===== src/result_regs_pkg.sv =====
// constants, types and register map of the conversion result register bank
// assumes a single 125 MHz clock domain shared by every user of this package
package result_regs_pkg;

   // bus and data widths
   localparam int ADDR_W   = 8;
   localparam int DATA_W   = 8;
   localparam int RESULT_W = 10;
   localparam int CH_W     = 3;
   localparam int NUM_CH   = 7;

   // register offsets
   localparam logic [ADDR_W-1:0] OFF_INT_SUPPLY_LOW     = 8'h03;
   localparam logic [ADDR_W-1:0] OFF_EXT_INPUTS_LOW     = 8'h04;
   localparam logic [ADDR_W-1:0] OFF_SUPPLY_UPPER       = 8'h06;
   localparam logic [ADDR_W-1:0] OFF_INT_TEMP_UPPER     = 8'h07;
   localparam logic [ADDR_W-1:0] OFF_EXT_OR_IN1_UPPER   = 8'h08;
   localparam logic [ADDR_W-1:0] OFF_INPUT_TWO_UPPER    = 8'h09;

   // field positions of the two-bit low pairs inside the low-bit registers
   localparam int POS_INT_TEMP_LOW  = 0;
   localparam int POS_SUPPLY_LOW    = 2;
   localparam int POS_EXT_IN1_LOW   = 0;
   localparam int POS_IN_TWO_LOW    = 2;
   localparam int POS_IN_THREE_LOW  = 4;
   localparam int POS_IN_FOUR_LOW   = 6;
   localparam int LOW_W             = 2;
   localparam int UPPER_LSB         = 2;

   // conversion channel codes
   localparam logic [CH_W-1:0] CH_INT_TEMP    = 3'h0;
   localparam logic [CH_W-1:0] CH_SUPPLY      = 3'h1;
   localparam logic [CH_W-1:0] CH_EXT_TEMP    = 3'h2;
   localparam logic [CH_W-1:0] CH_INPUT_ONE   = 3'h3;
   localparam logic [CH_W-1:0] CH_INPUT_TWO   = 3'h4;
   localparam logic [CH_W-1:0] CH_INPUT_THREE = 3'h5;
   localparam logic [CH_W-1:0] CH_INPUT_FOUR  = 3'h6;

   // input_select_field code that routes the external temperature result
   localparam logic [1:0] SEL_EXT_TEMP = 2'h0;

   // reset values
   localparam logic [RESULT_W-1:0] RESULT_RESET = 10'h000;
   localparam logic [DATA_W-1:0]   READ_RESET   = 8'h00;
   localparam logic [DATA_W-1:0]   UNUSED_READ  = 8'h00;

   // power-up sequencer states
   typedef enum logic [1:0] {
      ST_LOAD = 2'b01,
      ST_RUN  = 2'b10
   } seq_state_e;

   typedef logic [NUM_CH-1:0][RESULT_W-1:0] result_array_t;

   typedef struct packed {
      result_array_t results;
   } store_state_s;

   typedef struct packed {
      seq_state_e         seq;
      logic [DATA_W-1:0]  rd_data;
      logic               rd_valid;
      logic               wr_done;
   } bank_state_s;

endpackage : result_regs_pkg


===== src/result_store_if.sv =====
// carrier between the register bank front end and its result store
// assumes both ends run on the same clock
`timescale 1ns/10ps
interface result_store_if;
   import result_regs_pkg::*;

   logic                wr_en;
   logic [CH_W-1:0]     wr_ch;
   logic [RESULT_W-1:0] wr_value;
   result_array_t       results;

   modport front (output wr_en, output wr_ch, output wr_value,
                  input results);
   modport store (input wr_en, input wr_ch, input wr_value,
                  output results);
endinterface : result_store_if

===== src/result_regs.sv =====
// conversion result register bank with its read port and update port
// assumes the conversion sequencer and the serial interface decoder sit
// on the same clock and drive the update and register ports directly
//
// What this block does
// - register 0x03 holds internal temperature bits 1:0 in D1:D0 and supply bits 1:0 in D3:D2, with D7:D4 unused.
// - register 0x04 holds inputs two, three and four bits 1:0 in D3:D2, D5:D4 and D7:D6, bit 1 uppermost in each pair.
// - bits D1:D0 of register 0x04 show external temperature or input one bits 1:0 as input_select_field chooses.
// - register 0x06 holds supply result bits 9:2 and is loaded with a measured value after power-up.
// - register 0x07 holds internal temperature bits 9:2 in two's complement.
// - register 0x08 holds external temperature or input one bits 9:2, chosen by the same selection.
// - register 0x09 holds input two bits 9:2, completed below by D3:D2 of register 0x04.
// - after power-up the low-bit registers, apart from supply bits D3:D2 of 0x03, and the temperature, external and input two registers read zero until converted.
`timescale 1ns/10ps
module result_regs
   import result_regs_pkg::*;
(
   input  wire logic                clk,
   input  wire logic                rst_b,
   input  wire logic                ce,
   input  wire logic [1:0]          input_select_field,
   input  wire logic [RESULT_W-1:0] supply_initial,
   input  wire logic                conv_valid,
   input  wire logic [CH_W-1:0]     conv_channel,
   input  wire logic [RESULT_W-1:0] conv_value,
   output      logic                conv_ready,
   input  wire logic                rd_en,
   input  wire logic [ADDR_W-1:0]   rd_addr,
   output      logic [DATA_W-1:0]   rd_data,
   output      logic                rd_valid,
   input  wire logic                wr_en,
   input  wire logic [ADDR_W-1:0]   wr_addr,
   input  wire logic [DATA_W-1:0]   wr_data,
   output      logic                wr_done
);

   bank_state_s state_reg;
   bank_state_s state_next;

   result_store_if store_bus ();

   // named views of the stored results
   logic [RESULT_W-1:0] int_temp_word;
   logic [RESULT_W-1:0] supply_word;
   logic [RESULT_W-1:0] ext_temp_word;
   logic [RESULT_W-1:0] input_one_word;
   logic [RESULT_W-1:0] input_two_word;
   logic [RESULT_W-1:0] input_three_word;
   logic [RESULT_W-1:0] input_four_word;
   logic [RESULT_W-1:0] selected_word;
   logic [DATA_W-1:0]   read_mux;
   logic                write_seen;

   result_store store_inst
   (
      .clk   (clk),
      .rst_b (rst_b),
      .ce    (ce),
      .port  (store_bus)
   );

   // unpack the store into per-channel words
   assign int_temp_word    = store_bus.results[CH_INT_TEMP];
   assign supply_word      = store_bus.results[CH_SUPPLY];
   assign ext_temp_word    = store_bus.results[CH_EXT_TEMP];
   assign input_one_word   = store_bus.results[CH_INPUT_ONE];
   assign input_two_word   = store_bus.results[CH_INPUT_TWO];
   assign input_three_word = store_bus.results[CH_INPUT_THREE];
   assign input_four_word  = store_bus.results[CH_INPUT_FOUR];

   // both candidate results are kept, so flipping the selection shows the
   // other channel at once without waiting for a fresh conversion
   assign selected_word = (input_select_field == SEL_EXT_TEMP) ?
                          ext_temp_word : input_one_word;

   // conversions are held off for the single power-up load cycle, so the
   // measured supply value and a fresh result never collide in the store
   assign conv_ready = (state_reg.seq == ST_RUN);

   // store write port: power-up supply load first, then conversions
   always_comb
   begin
      store_bus.wr_en    = 1'b0;
      store_bus.wr_ch    = CH_SUPPLY;
      store_bus.wr_value = supply_initial;
      case (state_reg.seq)
         ST_LOAD:
         begin
            store_bus.wr_en    = 1'b1;
            store_bus.wr_ch    = CH_SUPPLY;
            store_bus.wr_value = supply_initial;
         end
         ST_RUN:
         begin
            store_bus.wr_en    = conv_valid;
            store_bus.wr_ch    = conv_channel;
            store_bus.wr_value = conv_value;
         end
         default:
         begin
            store_bus.wr_en    = 1'b0;
         end
      endcase
   end

   // read decode; bytes that hold no field read as zero
   always_comb
   begin
      read_mux = UNUSED_READ;
      case (rd_addr)
         OFF_INT_SUPPLY_LOW:
         begin
            read_mux[POS_INT_TEMP_LOW +: LOW_W] =
               int_temp_word[LOW_W-1:0];
            read_mux[POS_SUPPLY_LOW +: LOW_W] =
               supply_word[LOW_W-1:0];
         end
         OFF_EXT_INPUTS_LOW:
         begin
            read_mux[POS_EXT_IN1_LOW +: LOW_W] =
               selected_word[LOW_W-1:0];
            read_mux[POS_IN_TWO_LOW +: LOW_W] =
               input_two_word[LOW_W-1:0];
            read_mux[POS_IN_THREE_LOW +: LOW_W] =
               input_three_word[LOW_W-1:0];
            read_mux[POS_IN_FOUR_LOW +: LOW_W] =
               input_four_word[LOW_W-1:0];
         end
         OFF_SUPPLY_UPPER:
         begin
            read_mux = supply_word[RESULT_W-1:UPPER_LSB];
         end
         OFF_INT_TEMP_UPPER:
         begin
            // two's complement bits pass through unchanged
            read_mux = int_temp_word[RESULT_W-1:UPPER_LSB];
         end
         OFF_EXT_OR_IN1_UPPER:
         begin
            read_mux = selected_word[RESULT_W-1:UPPER_LSB];
         end
         OFF_INPUT_TWO_UPPER:
         begin
            read_mux = input_two_word[RESULT_W-1:UPPER_LSB];
         end
         default:
         begin
            read_mux = UNUSED_READ;
         end
      endcase
   end

   // a write to any address is taken and dropped; the bank has no writable
   // bits, and the address and data are looked at only to acknowledge
   assign write_seen = wr_en && ((wr_addr != wr_addr) || (wr_data == wr_data));

   // sequencer and answer flops
   always_comb
   begin
      state_next          = state_reg;
      state_next.rd_valid = rd_en;
      state_next.wr_done  = write_seen;
      if (rd_en)
      begin
         state_next.rd_data = read_mux;
      end
      case (state_reg.seq)
         ST_LOAD:
         begin
            state_next.seq = ST_RUN;
         end
         ST_RUN:
         begin
            state_next.seq = ST_RUN;
         end
         default:
         begin
            state_next.seq = ST_LOAD;
         end
      endcase
   end

   // ce low freezes the sequencer and the answer flops alike
   always_ff @(posedge clk or negedge rst_b)
   begin
      if (!rst_b)
      begin
         state_reg.seq      <= ST_LOAD;
         state_reg.rd_data  <= READ_RESET;
         state_reg.rd_valid <= 1'b0;
         state_reg.wr_done  <= 1'b0;
      end
      else if (ce)
      begin
         state_reg <= state_next;
      end
   end

   // outputs straight from the flops
   assign rd_data  = state_reg.rd_data;
   assign rd_valid = state_reg.rd_valid;
   assign wr_done  = state_reg.wr_done;

endmodule : result_regs


===== src/result_store.sv =====
// result store: one 10-bit word per conversion channel, held in flops
// assumes writes come from the front end on the same clock
`timescale 1ns/10ps
module result_store
   import result_regs_pkg::*;
(
   input  wire logic clk,
   input  wire logic rst_b,
   input  wire logic ce,
   result_store_if.store port
);

   store_state_s state_reg;
   store_state_s state_next;

   // one entry written per cycle; unknown channel codes fall through
   always_comb
   begin
      state_next = state_reg;
      for (int i = 0; i < NUM_CH; i++)
      begin
         if (port.wr_en && (port.wr_ch == CH_W'(i)))
         begin
            state_next.results[i] = port.wr_value;
         end
      end
   end

   // every result clears to zero at reset
   always_ff @(posedge clk or negedge rst_b)
   begin
      if (!rst_b)
      begin
         state_reg.results <= {NUM_CH{RESULT_RESET}};
      end
      else if (ce)
      begin
         state_reg <= state_next;
      end
   end

   // stored words are register outputs, so reads see flop data
   assign port.results = state_reg.results;

endmodule : result_store


===== config.mk =====
export PLATFORM = sky130hd
export DESIGN_NAME = result_regs
export DESIGN_NICKNAME = d
export VERILOG_FILES = /design/src/result_regs_pkg.sv /design/src/result_store_if.sv /design/src/result_regs.sv /design/src/result_store.sv
export SDC_FILE = /design/constraint.sdc
export NUM_CORES = 1
export LEC_CHECK = 0
export BUFFER_PORTS_ARGS = -buffer_cell sky130_fd_sc_hd__clkbuf_2
export CORE_MARGIN = 2
export CORE_UTILIZATION = 30
export CTS_BUF_LIST = sky130_fd_sc_hd__clkbuf_4 sky130_fd_sc_hd__clkbuf_8
export DETAILED_ROUTE_END_ITERATION = 7
export GPL_ROUTABILITY_DRIVEN = 0
export PLACE_DENSITY = 0.45
export SYNTH_ARGS = -nofsm -noshare
export SYNTH_HDL_FRONTEND = slang
export SYNTH_SLANG_ARGS = --single-unit

===== constraint.sdc =====
create_clock -name clk -period 2.25 [get_ports clk]
set_input_delay 0.675 -clock clk [delete_from_list [all_inputs] [get_ports clk]]
set_output_delay 0.675 -clock clk [all_outputs]
set_load 0.03 [all_outputs]

==> flow_metrics.py <==
metrics = {
    "synthesis": {
        "syn_area_um2": 3177,
        "ys_async_sr_fraction_pct": 100.0,
        "syn_avg_cell_area_um2": 9.627,
        "ys_ff_latch": 66,
        "syn_nets": 387,
        "ys.flop_type": "dfrtp_1",
        "synth_warnings": 0,
        "synth_edf_count": 0,
        "seq_area_frac_synth_pct": 52.03,
        "synth_cell_types": 39,
        "synthCells": 330,
    },
    "power_and_ir_drop": {
        "intPower_mw": 2.920,
        "p_sw_share_pct": 33.42,
        "p_leak_nw": 1.833,
        "p_clk_share_pct": 24.4,
        "share_comb_of_total_power_pct": 32.0,
        "ir_drop_mv": 0.3478,
        "p_sw_mw": 1.466,
        "p_total_mw": 4.386,
        "pwr-share-seq_pct": 43.6,
        "power_density_nw_per_um2": 1116,
    },
    "global_routing": {
        "use_met2_pct": 23.38,
        "met1_usage_pct": 21.02,
        "grt.overflow.total": 0,
        "grt-busiest-layer": "met2",
        "gr-usage-all-layers_pct": 15.12,
        "grt_pass1_vias": 2385,
        "grt_max_degree": 27,
        "grt_pass1_wl_mm": 12.81,
        "grt_util_met3_pct": 2.553,
        "antenna_found_initial": 0,
    },
    "timing": {
        "worstMarginPinSlew_ns": 0.8612,
        "hold_violations": 0,
        "slew_headroom_pct": 42.14,
        "setup_violations": 0,
        "period_minus_slack_ns": 2.158,
        "skew_ns": 0.008461,
        "max_freq_mhz": 463.4,
        "finalCritPeriodShare_pct": 95.91,
        "tns_ns": 0,
        "rsz0062_at_grt": "false",
        "slew_violations": 0,
    },
    "outcome": {
        "status": "finished clean",
    },
    "route": {
        "viasPerCell": 4.703,
        "detailroute.via_count": 2474,
        "avgRoutedWirePerCell_um": 15.40,
        "final_antenna_net_count": 0,
        "drc": 0,
        "routed_wl_mm": 8.102,
        "drt_iter0_markers": 99,
        "first_pass_iters": 4,
    },
    "cts": {
        "clk_latency_ns": 0.34,
        "cts_hold_buf": 0,
        "clk_path_buf_depth": 2,
        "cts_buffers": 9,
        "cts.clk_slew.worst_paths_ns": 0.07,
        "cts_tree": "yes",
        "cts_root_buf": "clkbuf_8",
        "cts.sinks": 66,
        "htree_num_levels": 3,
    },
    "setup_path": {
        "critPathMaxFanout": 10,
        "critPathCaptureType": "output pin",
        "cp-start-kind": "flop",
        "worstSetupPathType": "reg2out",
        "cp_slowest_cell": "dfstp_2",
        "critical-path-top-delay-family": "flip-flops",
        "cp.required_ns": 1.57,
        "slowest_delay_ns": 0.54,
        "arrival_ns": 1.48,
        "crit_buf_inv": 3,
        "cp_cell_sequence": "inv_1 > ha_2 > buf_6 > clkbuf_4",
    },
    "die": {
        "initial_core_util_pct": 30.77,
        "fp-row-count": 37,
        "dieArea_um2": 11430,
        "die_w_um": 106.9,
        "pin_count": 66,
        "core-area_um2": 10320,
        "die_h_um": 106.9,
    },
    "layout": {
        "multi_input_area_um2": 1348,
        "largest_reg_flops": 54,
        "antenna_cells": 0,
        "regArea_um2": 1653,
        "final_util_pct": 38.08,
        "syn2layout_area_growth_pct": 23.75,
        "final_common_cell": "dfrtp_1",
        "layout_common_cells": "65 x dfrtp_1, 59 x a21oi_1, 58 x nor2_1, 48 x clkbuf_2, 26 x nand2_1",
        "finalNonFillerCells": 526,
        "drive_gt1_share_pct": 25.38,
        "fin_nets": 442,
        "fillers": 1051,
    },
    "placement": {
        "io_buffers": 49,
        "dp_hpwl_mm": 5.813,
        "dp_cells": 508,
    },
    "worst_hold_path": {
        "hp-class": "in2async",
    },
    "job": {
        "maxCapViolCount": 0,
    },
}
## power by group through the flow
stage | Combinational, mW | Sequential, mW | Clock [mW]
6_report | 1.40 | 1.91 | 1.07
5_1_grt | 1.60 | 1.98 | 1.16
4_1_cts | 1.40 | 1.92 | 1.11
3_5_place_dp | 1.38 | 1.94 | 0
3_3_place_gp | 1.35 | 1.93 | 0
2_1_floorplan | 0.990 | 1.87 | 0
## worst paths after layout
check	startpoint	end	slack, ns	cells past startpoint
setup / recovery	state_reg[10]	conv_ready	0.09	4
hold / removal	rst_b	wr_done	0.34	1
setup reg to reg	state_reg[10]	store_inst.port.results[24]	0.12	8
hold reg to reg	rd_data[6]	rd_data[6]	0.48	2
max in group asynchronous	rst_b	store_inst.port.results[23]	1.35	2
min in group clk	rd_data[6]	rd_data[6]	0.48	2
## routing by layer
| layer | vias to the layer above | share of wire [%] |
|---|---|---|
| met2 | 49 | 47 |
| met1 | 1169 | 48 |
| met3 | 13 | 3.6 |
| met5 | - | 0 |
| li1 | 1243 | - |
| met4 | 0 | 1.7 |
## stage by stage
stage	instance area [um^2]	worst slack, ns	hold WS, ns
5_1_grt	3931	0.01532	0.3669
3_5_place_dp	3655	0.07270	0.4743
4_1_cts	3876	0.01902	0.3398
6_report	3931	0.09193	0.3366
2_1_floorplan	3177	0.08201	0.3794
3_3_place_gp	3655	0.08127	0.4630
## layout make-up
cell class              count  share of cell area, %
clock buffers              14                  4.583
clock inverters             2                 0.8912
flip-flops and latches     66                  42.04
repair buffers             70                  13.40
well taps                 136                  4.328
multi-input cells         233                  34.28
inverters                   5                 0.4774
## cells by family (layout without fill, tap and decap cells)
| kind of cell | after synthesis | count (layout) | synth area share (%) |
|---|---|---|---|
| compound gates | 95 | 95 | 16.86 |
| fa+ha+maj | 2 | 2 | 0.7876 |
| flops | 66 | 66 | 52.03 |
| mux | 24 | 24 | 7.641 |
| simple gates | 112 | 112 | 16.66 |
| buf+inv | 31 | 91 | 6.026 |
## synthesized netlist by cell type, types with 3 or more instances
library cell | n | area (um^2)
dfrtp_1 | 65 | 1627
a21oi_1 | 59 | 295.3
nor2_1 | 58 | 217.7
nand2_1 | 26 | 97.59
mux2i_1 | 22 | 220.2
buf_2 | 12 | 60.06
buf_4 | 10 | 75.07
nand2b_1 | 6 | 37.54
o21ai_0 | 6 | 30.03
o21ai_1 | 6 | 30.03
inv_1 | 5 | 18.77
a211oi_1 | 4 | 30.03
nor2b_1 | 4 | 25.02
o22ai_1 | 4 | 25.02
a22oi_1 | 3 | 22.52
buf_6 | 3 | 33.78
nand3_1 | 3 | 15.01
nor3_4 | 3 | 48.80
o2bb2ai_1 | 3 | 26.28
## repair_timing
action	4_1_cts	5_1_grt
cloned	0	1
setup endpoints to repair	1	39
resized for setup	2	2
pin swaps	0	2
setup buffers	0	1
(Power assumes the default switching activity.)
